===== src/rtl/vsu_map.svh =====
// Constants of the vector shift unit: opcodes, limits and cycle counts.
// Assumes inclusion by bare name from the shifter, the top module, the checker and the bench.
`ifndef VSU_MAP_SVH
`define VSU_MAP_SVH

// ****************************************
// Opcodes (nine-bit octal codes 150..153)
// ****************************************
`define VSU_OP_SHL        9'h068
`define VSU_OP_SHR        9'h069
`define VSU_OP_DSHL       9'h06A
`define VSU_OP_DSHR       9'h06B

// ****************************************
// Shift count limits
// ****************************************
`define VSU_SINGLE_MAX    32'h0000003F
`define VSU_DOUBLE_LIMIT  32'h00000080
`define VSU_SPECIAL_COUNT 32'h00000001

// ****************************************
// Vector geometry
// ****************************************
`define VSU_ELEMS         64

// ****************************************
// Timing in clock periods (one clock period is one cycle)
// ****************************************
`define VSU_DIRECT_EXTRA  2'h3
`define VSU_FU_EXTRA      7'h01
`define VSU_REG_EXTRA     7'h02
`define VSU_RES_EXTRA     7'h02
`define VSU_RES_EXTRA_L   7'h03

// ****************************************
// Result buffer
// ****************************************
`define VSU_BUF_DEPTH     2

`endif


===== src/rtl/vsu_pkg.sv =====
// Types shared by the vector shift unit modules.
// Assumes nothing beyond a SystemVerilog compiler.
package vsu_pkg;

    // Operation kinds, one-hot.
    typedef enum logic [3:0] {
        VSU_SHL  = 4'h1,
        VSU_SHR  = 4'h2,
        VSU_DSHL = 4'h4,
        VSU_DSHR = 4'h8
    } vsu_op_t;

    // Read engine states, one-hot.
    typedef enum logic [1:0] {
        VSU_RD_IDLE = 2'h1,
        VSU_RD_RUN  = 2'h2
    } vsu_rd_state_t;

    // One instruction as held in the unit.
    typedef struct packed {
        vsu_op_t     op;
        logic [31:0] cnt;
        logic [2:0]  dst;
        logic [2:0]  src;
    } vsu_job_t;

    // One destination element write.
    typedef struct packed {
        logic [2:0]  reg_n;
        logic [5:0]  idx;
        logic [63:0] data;
    } vsu_wr_t;

endpackage


===== src/rtl/vsu_elem_if.sv =====
// Element write channel between the shift pipeline and its result buffer.
// Assumes both ends share one clock.
`timescale 1ns/10ps
`default_nettype none
interface vsu_elem_if;
    logic             valid;  // Word offered.
    logic             ready;  // Word may be taken.
    vsu_pkg::vsu_wr_t word;   // Element write.
    modport src (output valid, output word, input ready);
    modport snk (input valid, input word, output ready);
endinterface
`default_nettype wire


===== src/rtl/vsu_shifter.sv =====
// End-off zero-fill shifter for single and double element shifts.
// Assumes a purely combinational use; the result buffer registers it.
`timescale 1ns/10ps
`default_nettype none
`include "vsu_map.svh"
module vsu_shifter (
    // Operation
    input  wire vsu_pkg::vsu_op_t op_in,
    input  wire logic [31:0]      cnt_in,
    // Operands, high half and low half
    input  wire logic [63:0]      hi_in,
    input  wire logic [63:0]      lo_in,
    // Result
    output logic [63:0]           res_out
);
    logic [127:0] wide;  // Joined operands after the shift.

    // Picks the shift and zeroes results whose count is out of range.
    always_comb begin
        wide    = '0;
        res_out = '0;
        case (op_in)
            vsu_pkg::VSU_SHL: begin
                if (cnt_in <= `VSU_SINGLE_MAX) res_out = lo_in << cnt_in[5:0];
            end
            vsu_pkg::VSU_SHR: begin
                if (cnt_in <= `VSU_SINGLE_MAX) res_out = lo_in >> cnt_in[5:0];
            end
            vsu_pkg::VSU_DSHL: begin
                if (cnt_in < `VSU_DOUBLE_LIMIT) wide = {hi_in, lo_in} << cnt_in[6:0];
                res_out = wide[127:64];
            end
            vsu_pkg::VSU_DSHR: begin
                if (cnt_in < `VSU_DOUBLE_LIMIT) wide = {hi_in, lo_in} >> cnt_in[6:0];
                res_out = wide[63:0];
            end
            default: res_out = '0;
        endcase
    end
endmodule // vsu_shifter
`default_nettype wire


===== src/rtl/vsu_fifo.sv =====
// Result buffer: a small circular FIFO for element writes.
// Assumes the receiver may hold ready low for any number of cycles.
`timescale 1ns/10ps
`default_nettype none
module vsu_fifo #(
    parameter int WIDTH = 73,
    parameter int DEPTH = 2
) (
    // Clock and reset
    input  wire logic             clk_in,
    input  wire logic             reset_n_in,
    // Filling side
    vsu_elem_if.snk               push,
    // Draining side
    output logic                  out_valid_out,
    input  wire logic             out_ready_in,
    output logic [WIDTH-1:0]      out_data_out
);
    localparam int PW = (DEPTH > 1) ? $clog2(DEPTH) : 1;

    // Refuses shapes the pointer arithmetic cannot serve.
    initial begin
        if (DEPTH < 2 || (DEPTH & (DEPTH - 1)) != 0 || WIDTH != $bits(vsu_pkg::vsu_wr_t))
            $error("vsu_fifo: bad WIDTH or DEPTH");
    end

    typedef struct packed {
        logic [DEPTH-1:0][WIDTH-1:0] mem;  // Stored words.
        logic [PW-1:0]               rp;   // Read pointer.
        logic [PW-1:0]               wp;   // Write pointer.
        logic [PW:0]                 cnt;  // Words held.
    } vsu_fifo_state_t;

    vsu_fifo_state_t r;       // Registered state.
    vsu_fifo_state_t next_r;  // Next state.
    logic            do_push; // Word enters.
    logic            do_pop;  // Word leaves.

    assign push.ready    = (r.cnt != (PW+1)'(DEPTH));
    assign out_valid_out = (r.cnt != '0);
    assign out_data_out  = r.mem[r.rp];
    assign do_push       = push.valid && push.ready;
    assign do_pop        = out_valid_out && out_ready_in;

    // Moves pointers and count; push and pop may share a cycle.
    always_comb begin
        next_r = r;
        if (do_push) begin
            next_r.mem[r.wp] = push.word;
            next_r.wp        = r.wp + 1'b1;
        end
        if (do_pop) next_r.rp = r.rp + 1'b1;
        if (do_push && !do_pop) next_r.cnt = r.cnt + 1'b1;
        else if (do_pop && !do_push) next_r.cnt = r.cnt - 1'b1;
    end

    // Registers the state; reset empties the buffer.
    always_ff @(posedge clk_in) begin
        if (!reset_n_in) r <= '0;
        else r <= next_r;
    end
endmodule // vsu_fifo
`default_nettype wire


===== src/rtl/vsu_top.sv =====
// Vector shift functional unit: issue holds, timing and element pipeline.
// Assumes a register file read port that answers in the same cycle and
// issue logic that keeps its own reservations from the pulses given here.
`timescale 1ns/10ps
`default_nettype none
`include "vsu_map.svh"
module vsu_top #(
    parameter int ELEMS = `VSU_ELEMS
) (
    // Clock and reset
    input  wire logic        clk_in,
    input  wire logic        reset_n_in,
    // Instruction issue stage
    input  wire logic        cip_valid_in,
    input  wire logic [8:0]  cip_opcode_in,
    input  wire logic [2:0]  cip_i_in,
    input  wire logic [2:0]  cip_j_in,
    input  wire logic [2:0]  cip_k_in,
    input  wire logic [31:0] shift_count_addr_reg_in,
    input  wire logic        count_reg_reserved_in,
    input  wire logic        op077_prev_in,
    input  wire logic        op035_037_busy_in,
    input  wire logic        viq_full_in,
    input  wire logic        half_rate_cpu_in,
    input  wire logic        sys_clk_phase_in,
    output logic             cip_accept_out,
    // Vector issue stage
    input  wire logic [6:0]  vector_length_reg_in,
    input  wire logic        dest_reserved_in,
    input  wire logic        src_reserved_in,
    input  wire logic        chain_ok_in,
    input  wire logic        src_not_chaining_in,
    output logic             vir_valid_out,
    output logic [2:0]       vir_dst_out,
    output logic [2:0]       vir_src_out,
    output logic             dispatch_out,
    output logic             fu_busy_out,
    // Release pulses
    output logic             dest_free_out,
    output logic [2:0]       dest_free_reg_out,
    output logic             src_free_out,
    output logic [2:0]       src_free_reg_out,
    output logic             result_ready_out,
    output logic [2:0]       result_reg_out,
    // Source read port
    output logic             rd_en_out,
    output logic [2:0]       rd_reg_out,
    output logic [5:0]       rd_idx_out,
    input  wire logic [63:0] rd_data_in,
    // Destination write port
    output logic             wr_valid_out,
    input  wire logic        wr_ready_in,
    output logic [2:0]       wr_reg_out,
    output logic [5:0]       wr_idx_out,
    output logic [63:0]      wr_data_out
);
    // Refuses a register length the index widths cannot carry.
    initial begin
        if (ELEMS < 1 || ELEMS > `VSU_ELEMS) $error("vsu_top: ELEMS out of range");
    end

    // ****************************************
    // State
    // ****************************************
    typedef struct packed {
        logic                   v_valid;   // Vector issue stage holds a job.
        logic [1:0]             v_settle;  // Cycles left before it may go.
        vsu_pkg::vsu_job_t      v_job;     // Job waiting there.
        vsu_pkg::vsu_rd_state_t rd_state;  // Read engine state.
        vsu_pkg::vsu_job_t      rd_job;    // Job being read.
        logic [5:0]             rd_idx;    // Next source element.
        logic [6:0]             rd_vl;     // Length of that job.
        logic [6:0]             fu_cnt;    // Busy countdown.
        logic                   s_v;       // Shift stage holds an element.
        vsu_pkg::vsu_job_t      s_job;     // Its job.
        logic [5:0]             s_idx;     // Its element index.
        logic                   s_last;    // Last element of the job.
        logic                   s_tail;    // Left double final pairing.
        logic [63:0]            s_data;    // Its source element.
        logic [63:0]            prev;      // Previous source element.
        logic [1:0][6:0]        dcnt;      // Destination release countdowns.
        logic [1:0][6:0]        scnt;      // Source release countdowns.
        logic [1:0][6:0]        rcnt;      // Result ready countdowns.
        logic [1:0][2:0]        dreg;      // Destination per slot.
        logic [1:0][2:0]        sreg;      // Source per slot.
        logic                   slot;      // Next slot to fill.
    } vsu_state_t;

    vsu_state_t        r;         // Registered state.
    vsu_state_t        next_r;    // Next state.
    vsu_pkg::vsu_op_t  dec_op;    // Decoded opcode.
    logic              legal;     // Opcode belongs to this unit.
    logic              hold;      // Issue stage hold.
    logic              dispatch;  // Job leaves the vector issue stage.
    logic              rd_fire;   // Source element read this cycle.
    logic              left;      // Shift stage job is a left double.
    logic              absorb;    // First left element only seeds prev.
    logic              push_fire; // Element write enters the buffer.
    logic              consume;   // Shift stage element is used up.
    logic              go_tail;   // Stage stays for the final pairing.
    logic              s_free;    // Stage can take a new element.
    logic [63:0]       sh_hi;     // Shifter high operand.
    logic [63:0]       sh_lo;     // Shifter low operand.
    logic [63:0]       sh_res;    // Shifter result.
    logic [1:0]        d_hit;     // Destination pulse per slot.
    logic [1:0]        s_hit;     // Source pulse per slot.
    logic [1:0]        r_hit;     // Result pulse per slot.
    vsu_pkg::vsu_wr_t  buf_word;  // Buffer output word.

    vsu_elem_if elem ();

    // ****************************************
    // Decode and issue holds
    // ****************************************

    // Maps the opcode to an operation kind.
    always_comb begin
        legal  = 1'b1;
        dec_op = vsu_pkg::VSU_SHL;
        case (cip_opcode_in)
            `VSU_OP_SHL:  dec_op = vsu_pkg::VSU_SHL;
            `VSU_OP_SHR:  dec_op = vsu_pkg::VSU_SHR;
            `VSU_OP_DSHL: dec_op = vsu_pkg::VSU_DSHL;
            `VSU_OP_DSHR: dec_op = vsu_pkg::VSU_DSHR;
            default:      legal  = 1'b0;
        endcase
    end

    // A reserved count register holds unless it is register zero.
    assign hold = (count_reg_reserved_in && cip_k_in != 3'h0)
                  || op077_prev_in || op035_037_busy_in || viq_full_in || r.v_valid
                  || ((dec_op == vsu_pkg::VSU_DSHL || dec_op == vsu_pkg::VSU_DSHR)
                      && half_rate_cpu_in && !sys_clk_phase_in);
    assign cip_accept_out = cip_valid_in && legal && !hold;

    // Leaves the vector issue stage only with a free unit and free or chainable registers.
    assign dispatch = r.v_valid && r.v_settle == 2'h0 && !fu_busy_out
                      && r.rd_state == vsu_pkg::VSU_RD_IDLE
                      && !((dest_reserved_in || src_reserved_in) && !chain_ok_in);
    assign fu_busy_out   = r.fu_cnt != 7'h00;
    assign vir_valid_out = r.v_valid;
    assign vir_dst_out   = r.v_job.dst;
    assign vir_src_out   = r.v_job.src;
    assign dispatch_out  = dispatch;

    // ****************************************
    // Element pipeline
    // ****************************************
    assign left      = r.s_job.op == vsu_pkg::VSU_DSHL;
    assign absorb    = r.s_v && left && !r.s_tail && r.s_idx == 6'h00;
    assign push_fire = r.s_v && !absorb && elem.ready;
    assign consume   = absorb || push_fire;
    assign go_tail   = consume && left && r.s_last && !r.s_tail;
    assign s_free    = !r.s_v || (consume && !go_tail);
    assign rd_fire   = r.rd_state == vsu_pkg::VSU_RD_RUN && s_free;    // Stall on back-pressure.
    assign rd_en_out  = rd_fire;
    assign rd_reg_out = r.rd_job.src;
    assign rd_idx_out = r.rd_idx;

    // Chooses the halves that are joined for each kind of shift.
    always_comb begin
        sh_lo = r.s_data;
        sh_hi = r.prev;
        if (r.s_tail) begin
            sh_hi = r.s_data;
            sh_lo = '0;
        end else if (r.s_job.op == vsu_pkg::VSU_DSHR && r.s_idx == 6'h00) begin
            sh_hi = '0;
        end
    end

    vsu_shifter u_shift (
        .op_in   (r.s_job.op),
        .cnt_in  (r.s_job.cnt),
        .hi_in   (sh_hi),
        .lo_in   (sh_lo),
        .res_out (sh_res)
    );

    // A left pairing writes the element before the one just read.
    assign elem.valid       = r.s_v && !absorb;
    assign elem.word.reg_n  = r.s_job.dst;
    assign elem.word.idx    = (left && !r.s_tail) ? r.s_idx - 6'h01 : r.s_idx;
    assign elem.word.data   = sh_res;

    vsu_fifo #(
        .WIDTH ($bits(vsu_pkg::vsu_wr_t)),
        .DEPTH (`VSU_BUF_DEPTH)
    ) u_buf (
        .clk_in        (clk_in),
        .reset_n_in    (reset_n_in),
        .push          (elem),
        .out_valid_out (wr_valid_out),
        .out_ready_in  (wr_ready_in),
        .out_data_out  (buf_word)
    );
    assign wr_reg_out  = buf_word.reg_n;
    assign wr_idx_out  = buf_word.idx;
    assign wr_data_out = buf_word.data;

    // ****************************************
    // Release pulses
    // ****************************************
    for (genvar g = 0; g < 2; g++) begin : g_slot
        assign d_hit[g] = r.dcnt[g] == 7'h01;
        assign s_hit[g] = r.scnt[g] == 7'h01;
        assign r_hit[g] = r.rcnt[g] == 7'h01;
    end
    assign dest_free_out     = |d_hit;
    assign dest_free_reg_out = d_hit[0] ? r.dreg[0] : r.dreg[1];
    assign result_ready_out  = |r_hit;
    assign result_reg_out    = r_hit[0] ? r.dreg[0] : r.dreg[1];
    // Source frees at once when nothing chains from it.
    assign src_free_out      = |s_hit || (dispatch && src_not_chaining_in);
    assign src_free_reg_out  = (dispatch && src_not_chaining_in) ? r.v_job.src
                             : (s_hit[0] ? r.sreg[0] : r.sreg[1]);

    // ****************************************
    // Next state
    // ****************************************

    // Advances issue stages, counters and the element pipeline.
    always_comb begin
        next_r = r;
        // Vector issue stage entry and settling.
        if (r.v_settle != 2'h0) next_r.v_settle = r.v_settle - 2'h1;
        if (cip_accept_out) begin
            next_r.v_valid    = 1'b1;
            next_r.v_settle   = `VSU_DIRECT_EXTRA;
            next_r.v_job.op   = dec_op;
            next_r.v_job.dst  = cip_i_in;
            next_r.v_job.src  = cip_j_in;
            next_r.v_job.cnt  = (cip_k_in == 3'h0) ? `VSU_SPECIAL_COUNT
                                                   : shift_count_addr_reg_in;
        end
        // Countdowns.
        if (r.fu_cnt != 7'h00) next_r.fu_cnt = r.fu_cnt - 7'h01;
        for (int i = 0; i < 2; i++) begin
            if (r.dcnt[i] != 7'h00) next_r.dcnt[i] = r.dcnt[i] - 7'h01;
            if (r.scnt[i] != 7'h00) next_r.scnt[i] = r.scnt[i] - 7'h01;
            if (r.rcnt[i] != 7'h00) next_r.rcnt[i] = r.rcnt[i] - 7'h01;
        end
        // Dispatch loads the read engine and a release slot.
        if (dispatch) begin
            next_r.v_valid  = 1'b0;
            next_r.fu_cnt   = vector_length_reg_in + `VSU_FU_EXTRA - 7'h01;
            next_r.rd_job   = r.v_job;
            next_r.rd_idx   = 6'h00;
            next_r.rd_vl    = vector_length_reg_in;
            next_r.rd_state = (vector_length_reg_in == 7'h00) ? vsu_pkg::VSU_RD_IDLE
                                                              : vsu_pkg::VSU_RD_RUN;
            next_r.dcnt[r.slot] = vector_length_reg_in + `VSU_REG_EXTRA;
            next_r.scnt[r.slot] = src_not_chaining_in ? 7'h00
                                : vector_length_reg_in + `VSU_REG_EXTRA;
            next_r.rcnt[r.slot] = vector_length_reg_in
                                + ((r.v_job.op == vsu_pkg::VSU_DSHL) ? `VSU_RES_EXTRA_L
                                                                     : `VSU_RES_EXTRA);
            next_r.dreg[r.slot] = r.v_job.dst;
            next_r.sreg[r.slot] = r.v_job.src;
            next_r.slot         = !r.slot;
        end
        // Shift stage drains.
        if (consume) begin
            next_r.prev = r.s_data;
            if (go_tail) next_r.s_tail = 1'b1;
            else next_r.s_v = 1'b0;
        end
        // Source read fills the shift stage; reads stop at length minus one.
        case (r.rd_state)
            vsu_pkg::VSU_RD_IDLE: begin
            end
            vsu_pkg::VSU_RD_RUN: begin
                if (rd_fire) begin
                    next_r.s_v    = 1'b1;
                    next_r.s_job  = r.rd_job;
                    next_r.s_idx  = r.rd_idx;
                    next_r.s_tail = 1'b0;
                    next_r.s_data = rd_data_in;
                    next_r.s_last = {1'b0, r.rd_idx} == r.rd_vl - 7'h01;
                    next_r.rd_idx = r.rd_idx + 6'h01;
                    if ({1'b0, r.rd_idx} == r.rd_vl - 7'h01) next_r.rd_state = vsu_pkg::VSU_RD_IDLE;
                end
            end
            default: next_r.rd_state = vsu_pkg::VSU_RD_IDLE;
        endcase
    end

    // Registers the state; reset leaves every stage empty and idle.
    always_ff @(posedge clk_in) begin
        if (!reset_n_in) begin
            r          <= '0;
            r.rd_state <= vsu_pkg::VSU_RD_IDLE;
        end else begin
            r <= next_r;
        end
    end
endmodule // vsu_top
`default_nettype wire


===== config.mk =====
export PLATFORM = sky130hd
export DESIGN_NAME = vsu_top
export DESIGN_NICKNAME = d
export VERILOG_FILES = /design/src/rtl/vsu_pkg.sv /design/src/rtl/vsu_elem_if.sv /design/src/rtl/vsu_shifter.sv /design/src/rtl/vsu_fifo.sv /design/src/rtl/vsu_top.sv
export VERILOG_INCLUDE_DIRS = /design/src /design/src/rtl
export SDC_FILE = /design/constraint.sdc
export NUM_CORES = 2
export LEC_CHECK = 0
export BUFFER_PORTS_ARGS = -buffer_cell sky130_fd_sc_hd__buf_4
export CAP_MARGIN = 20
export CORE_AREA = 2 2 405 407
export CTS_BUF_LIST = sky130_fd_sc_hd__clkbuf_8
export DETAILED_ROUTE_END_ITERATION = 8
export DIE_AREA = 0 0 407 409
export SYNTH_ARGS = -nofsm -noshare
export SYNTH_HDL_FRONTEND = slang
export SYNTH_HIERARCHICAL = 1
export SYNTH_SLANG_ARGS = --single-unit

===== constraint.sdc =====
create_clock -name clk_in -period 3.8 [get_ports clk_in]
set_input_delay 1.14 -clock clk_in [delete_from_list [all_inputs] [get_ports clk_in]]
set_output_delay 1.14 -clock clk_in [all_outputs]
set_load 0.05 [all_outputs]

After elaboration in Yosys (flattened, before gate mapping)
Index checks and enable logic that the tools add are counted.
W data, S select, Z words.
{"block": "totals", "output_inout_bits": 106, "regBits": 493}
{"block": "classes", "shifts": 4, "n_bitwise": 1, "n_eq_ne": 21, "n_reduce_logical": 73, "n_mux": 57, "n_addsub": 19, "magnitude_cmp": 7}
{"operator": "$mux W64", "count": 7}
{"operator": "$pmux W64 S4", "count": 1}
{"operator": "$mux W115", "count": 2}
{"operator": "$mux W73", "count": 3}
{"operator": "$bwmux W146", "count": 1}
{"operator": "$mux W128", "count": 1}
{"operator": "$shl A128 B7 Y128", "count": 1}
{"operator": "$shr A128 B7 Y64", "count": 1}
{"operator": "$demux W73 S1", "count": 1}
{"operator": "$shl A64 B6 Y64", "count": 1}
{"operator": "$shr A64 B6 Y64", "count": 1}
{"operator": "$mux W7", "count": 9}
{"operator": "$sub A7 B1 Y7 const B", "count": 9}
{"operator": "$mux W55", "count": 1}
{"operator": "$reduce_bool A7 Y1", "count": 7}
{"operator": "$mux W44", "count": 1}
{"operator": "$bwmux W14", "count": 3}
{"operator": "$eq A7 B1 Y1 const B", "count": 6}
{"operator": "$eq A9 B7 Y1 const B", "count": 4}
{"operator": "$le A32 B6 Y1 const B", "count": 1}
{"operator": "$lt A32 B8 Y1 const B", "count": 1}
{"operator": "$mux W32", "count": 1}
{"operator": "$logic_and A1 B1 Y1", "count": 28}
{"operator": "$mux W6", "count": 3}
{"operator": "38 further kinds", "count": 88}

Depth between registers and ports, before layout
{"block": "depth", "depth_word": 17, "mapped_depth": 16}

By module
Netlist, hierarchy kept.
{"module": "vsu_shifter", "cells_per_inst": 3049, "area_each_um2": 23490.0, "instances": 1, "seq_area_each_um2": 0.0}
{"module": "vsu_top", "cells_per_inst": 1915, "area_each_um2": 15107.0, "instances": 1, "seq_area_each_um2": 6806.5}
{"module": "vsu_fifo", "cells_per_inst": 654, "area_each_um2": 6626.4, "instances": 1, "seq_area_each_um2": 3002.9}

Worst setup path after synthesis
Ideal clock, no wire load.
{"block": "synth_timing", "path_kind": "input -> output", "from": "input src_reserved_in", "to": "output src_free_reg_out[0]", "required_ns": 2.660, "arrival_time_ns": 2.790, "stages": 5, "slack_ns": -0.130, "path_cell_list": "nor2_1 > o2111a_1 > clkbuf_1 > nand3_1 > a21oi_1"}
{"block": "synth_via", "elab_chain_len": 6}
{"item": "start, declared", "line_no": "vsu_top.sv:30", "text": "input wire logic src_reserved_in,"}
{"item": "$logic_or A1 B1 Y1", "line_no": "vsu_top.sv:139", "text": "&& !((dest_reserved_in || src_reserved_in) && !chain_ok_in);"}
{"item": "$logic_and A1 B1 Y1", "line_no": "vsu_top.sv:139"}
{"item": "$logic_not A1 Y1", "line_no": "vsu_top.sv:139"}
{"item": "$logic_and A1 B1 Y1", "line_no": "vsu_top.sv:139"}
{"item": "$logic_and A1 B1 Y1", "line_no": "vsu_top.sv:215", "text": "assign src_free_reg_out = (dispatch && src_not_chaining_in) ? r.v_job.src"}
{"item": "$mux W3", "line_no": "vsu_top.sv:215"}
{"item": "end, declared", "line_no": "vsu_top.sv:42", "text": "output logic [2:0] src_free_reg_out,"}
No other way between the ends.

==> results.py <==
metrics = {
    "outcome": {
        "status": "complete, but fails checks",
        "violations": "negative setup slack",
    },
    "floorplan": {
        "die_y_um": 409,
        "start_util_pct": 27.9,
        "die_area_um2": 166000,
        "ios": 241,
        "rows": 148,
        "fp.dieW_um": 407,
        "coreArea_um2": 162000,
    },
    "routing": {
        "wl_per_cell_um": 35.0,
        "drc": 0,
        "drt-initial-drc-count": 6515,
        "wirelength_mm": 323,
        "vias_per_cell": 5.95,
        "drtPass1Iterations": 6,
        "vias": 54903,
        "drtAntennaViolNets": 0,
    },
    "power_and_ir_drop": {
        "p_clk_share_pct": 41.3,
        "power_density_nw_per_um2": 200,
        "switching_share_pct": 29.9,
        "switching_power_uw": 3940,
        "pwr-share-comb_pct": 16.7,
        "power_frac_seq_pct": 42.0,
        "p_leak_uw": 0.0258,
        "vdd_ir_drop_max_v": 0.000318,
        "p_int_uw": 9240,
    },
    "logic_synthesis": {
        "synth-seq-area-share_pct": 21.7,
        "synth_fp_nets": 5784,
        "async_flop_share_pct": 0,
        "synth_top_area_share_pct": 21.7,
        "syn_avg_cell_area_um2": 8.05,
        "synthTopCellsByArea": "dfxtp_1 (22%), mux4_2 (12%), mux2i_1 (11%)",
        "synth.most_common_cell": "nand2_1",
        "synth_edf_count": 0,
        "synthTopCellsByCount": "nand2_1 (1114), dfxtp_1 (490), mux2i_1 (487)",
        "syn_inst": 5618,
        "synth_area_um2": 45200,
        "synth-main-ff-cell": "dfxtp_1",
        "synth_seq_cells": 490,
        "synth_cell_types": 99,
        "synth_top_cell_by_area": "dfxtp_1",
        "yosys_warnings": 6,
    },
    "clock_tree": {
        "cts.clk_slew.worst_paths_ns": 0.06,
        "clock_path_buffers": 3,
        "root_buffer": "clkbuf_8",
        "cts_sinks": 490,
        "cts_buffers": 89,
        "insertion_delay_ns": 0.84,
        "cts_hold_buffers": 0,
        "cts_max_level": 3,
        "cts_tree": "built",
    },
    "worst_setup_path": {
        "required_ns": 4.48,
        "worstReg2RegStart": "r[229]$_SDFFE_PN0P_",
        "max_stage_delay_ns": 0.60,
        "slowest_stage": "mux4_2",
        "crit_path_start_kind": "flip-flop",
        "endpoint_kind": "flip-flop",
        "reg2reg_to": "u_buf/r[83]$_SDFFE_PN0P_",
        "crit_type": "reg2reg",
        "cp_num_buf_inv": 8,
        "crit_family": "multiplexers",
        "ff2ff_path_depth": 20,
        "cp_max_fo": 7,
        "cpMostUsedCell": "buf_12",
        "startpoint": "r[229]$_SDFFE_PN0P_",
        "rrSetupSlack_ns": -0.50,
        "cp.depth": 20,
        "crit_chain": "nor4b_2 -> buf_4 -> a31oi_4 -> buf_12 -> buf_12 -> buf_12 -> a22o_4 -> buf_6 -> mux4_2 -> mux2i_1 -> buf_4 -> buf_6 -> inv_2 -> mux4_2 -> nor2_2 -> a211oi_2 -> o21ai_2 -> o21ai_1 -> nand2_1 -> mux2i_1",
        "arrival_ns": 4.98,
    },
    "placement": {
        "numPortBuffers": 240,
        "place_congestion": 1.11,
        "dp_hpwl_mm": 263,
    },
    "final_layout": {
        "final_core_utilization_pct": 40.6,
        "nNetsFinal": 7123,
        "multiInputGateArea_um2": 35400,
        "n_fill_cell": 16501,
        "area_growth_pct": 45.4,
        "drive_gt1_share_pct": 42.5,
        "regArea_um2": 9850,
    },
    "grt": {
        "use_met1_pct": 46.9,
        "overflow": 0,
        "grt_pass1_wl_mm": 436,
        "grt_max_degree": 142,
        "grt_use_met3_pct": 8.99,
        "gr-max-usage-layer": "met2",
        "grt.total_usage_pct": 37.5,
        "met2_usage_pct": 56.8,
        "antenna_found_initial": 27,
        "grt_pass1_vias": 52995,
    },
    "timing": {
        "holdWs_ns": 0.449,
        "hold_viol": 0,
        "fin_crit_ns": 4.30,
        "grt_setup_unrepaired": "true",
        "clock_skew_ns": 0.0705,
        "drv_slew": 0,
        "worst_slew_pin_slew_ns": 1.25,
        "totalNegativeSetupSlack_ns": -32.94,
        "relSlewSlack_pct": 16.5,
        "setup_viol": 131,
        "setup_ws_ns": -0.497,
        "min_period_over_period_pct": 113,
        "fmax_ghz": 0.233,
    },
    "job": {
        "max-cap-violations": 0,
    },
    "hold_path": {
        "hold-path-endpoint": "r[289]$_SDFFE_PN0P_",
        "min_path_cells": 2,
        "worstHoldStart": "r[333]$_SDFFE_PN0P_",
        "min_path_type": "reg2reg",
    },
}
==> worst max path at each step <==
stage                               end  slack, ns
2_1_floorplan       src_free_reg_out[0]      -0.13
3_3_place_gp   u_buf/r[83]$_SDFFE_PN0P_      -1.08
3_5_place_dp   u_buf/r[83]$_SDFFE_PN0P_      -1.05
4_1_cts        u_buf/r[83]$_SDFFE_PN0P_      -0.45
5_1_grt        u_buf/r[83]$_SDFFE_PN0P_      -0.52
6_report       u_buf/r[83]$_SDFFE_PN0P_      -0.50
==> state kept, by name, summed over array words and instances (netlist names) <==
register	count
rd_idx_out	6
r	321
rd_reg_out	3
elem.word	3
u_buf/r	150
vir_valid_out	1
vir_src_out	3
vir_dst_out	3
==> placed cells by master (no fill, tap or decap), types with 56 or more instances in the layout <==
master / Yosys / final
nand2b_1: 61 / 59
nor2b_1: 82 / 63
buf_4: 52 / 1629
o21ai_0: 152 / 111
a211oi_1: 70 / 56
clkbuf_8: 0 / 114
mux2_4: 0 / 56
buf_12: 8 / 122
nand2_1: 1114 / 1085
nor3_1: 78 / 73
mux4_2: 236 / 236
a21oi_1: 479 / 440
inv_1: 42 / 60
nor2_1: 379 / 345
o22ai_1: 100 / 82
mux2i_1: 487 / 421
dfxtp_1: 490 / 477
mux2_2: 303 / 250
buf_6: 27 / 63
nand3_1: 113 / 106
==> kinds of logic after synthesis <==
group / count (synthesis) / share of synthesized area (%)
buffers and inverters: 625 / 6.78
flip-flops: 490 / 21.7
XOR/XNOR: 57 / 1.10
adder cells (fa/ha/maj): 31 / 0.858
multiplexers: 1033 / 30.3
AO/OA/AOI/OAI: 1398 / 20.3
AND/OR/NAND/NOR: 1984 / 19.0
==> what timing repair did <==
action                                  CTS  global route
pin swaps                                20           129
hold endpoints to repair                  0             0
endpoints found under the setup margin  135           135
resized for setup                       181           548
gates cloned                              3             5
buffers inserted                          5            62
==> metrics by stage <==
stage	cells	setup WS (ns)	instance area (um^2)	power, uW
after floorplan	5618	-0.130	45200	7130
after CTS	9144	-0.449	62700	13100
after global routing	9209	-0.518	65700	13800
after detailed placement	8972	-1.05	59900	7660
after global placement	8972	-1.08	59900	7600
final	9220	-0.497	65800	13200
==> worst reg2reg max path, stage by stage, from the launching register on <==
cell	delay (ns)
dfxtp_2	0.33
nor4b_2	0.29
buf_4	0.17
a31oi_4	0.09
buf_12	0.17
buf_12	0.16
buf_12	0.15
a22o_4	0.28
buf_6	0.15
mux4_2	0.46
mux2i_1	0.20
buf_4	0.16
buf_6	0.09
inv_2	0.02
mux4_2	0.60
nor2_2	0.17
a211oi_2	0.05
o21ai_2	0.31
o21ai_1	0.13
nand2_1	0.10
mux2i_1	0.08
==> power by group through the flow <==
stage	Sequential, uW	Combinational, uW	Clock (uW)
global placement	5630	1970	0
detailed placement	5640	2020	0
finish	5530	2200	5440
global route	5560	2450	5780
CTS	5530	2030	5560
floorplan	5590	1540	0
==> cell type report <==
| type | instances | area share (%) |
|---|---|---|
| antenna | 15 | 0.0571 |
| tap | 2175 | 4.14 |
| clock inverter | 50 | 0.540 |
| clock buffer | 114 | 2.39 |
| multi-input combinational | 4504 | 53.8 |
| sequential | 490 | 15.0 |
| timing repair buffer | 1825 | 23.7 |
| inverter | 47 | 0.314 |
==> routing by layer <==
layer / vias up / routed length (um)
met5: - / 273
met3: 880 / 30000
met2: 3245 / 138000
li1: 23398 / -
met4: 14 / 27600
met1: 27366 / 127000
(Power assumes the default switching activity.)
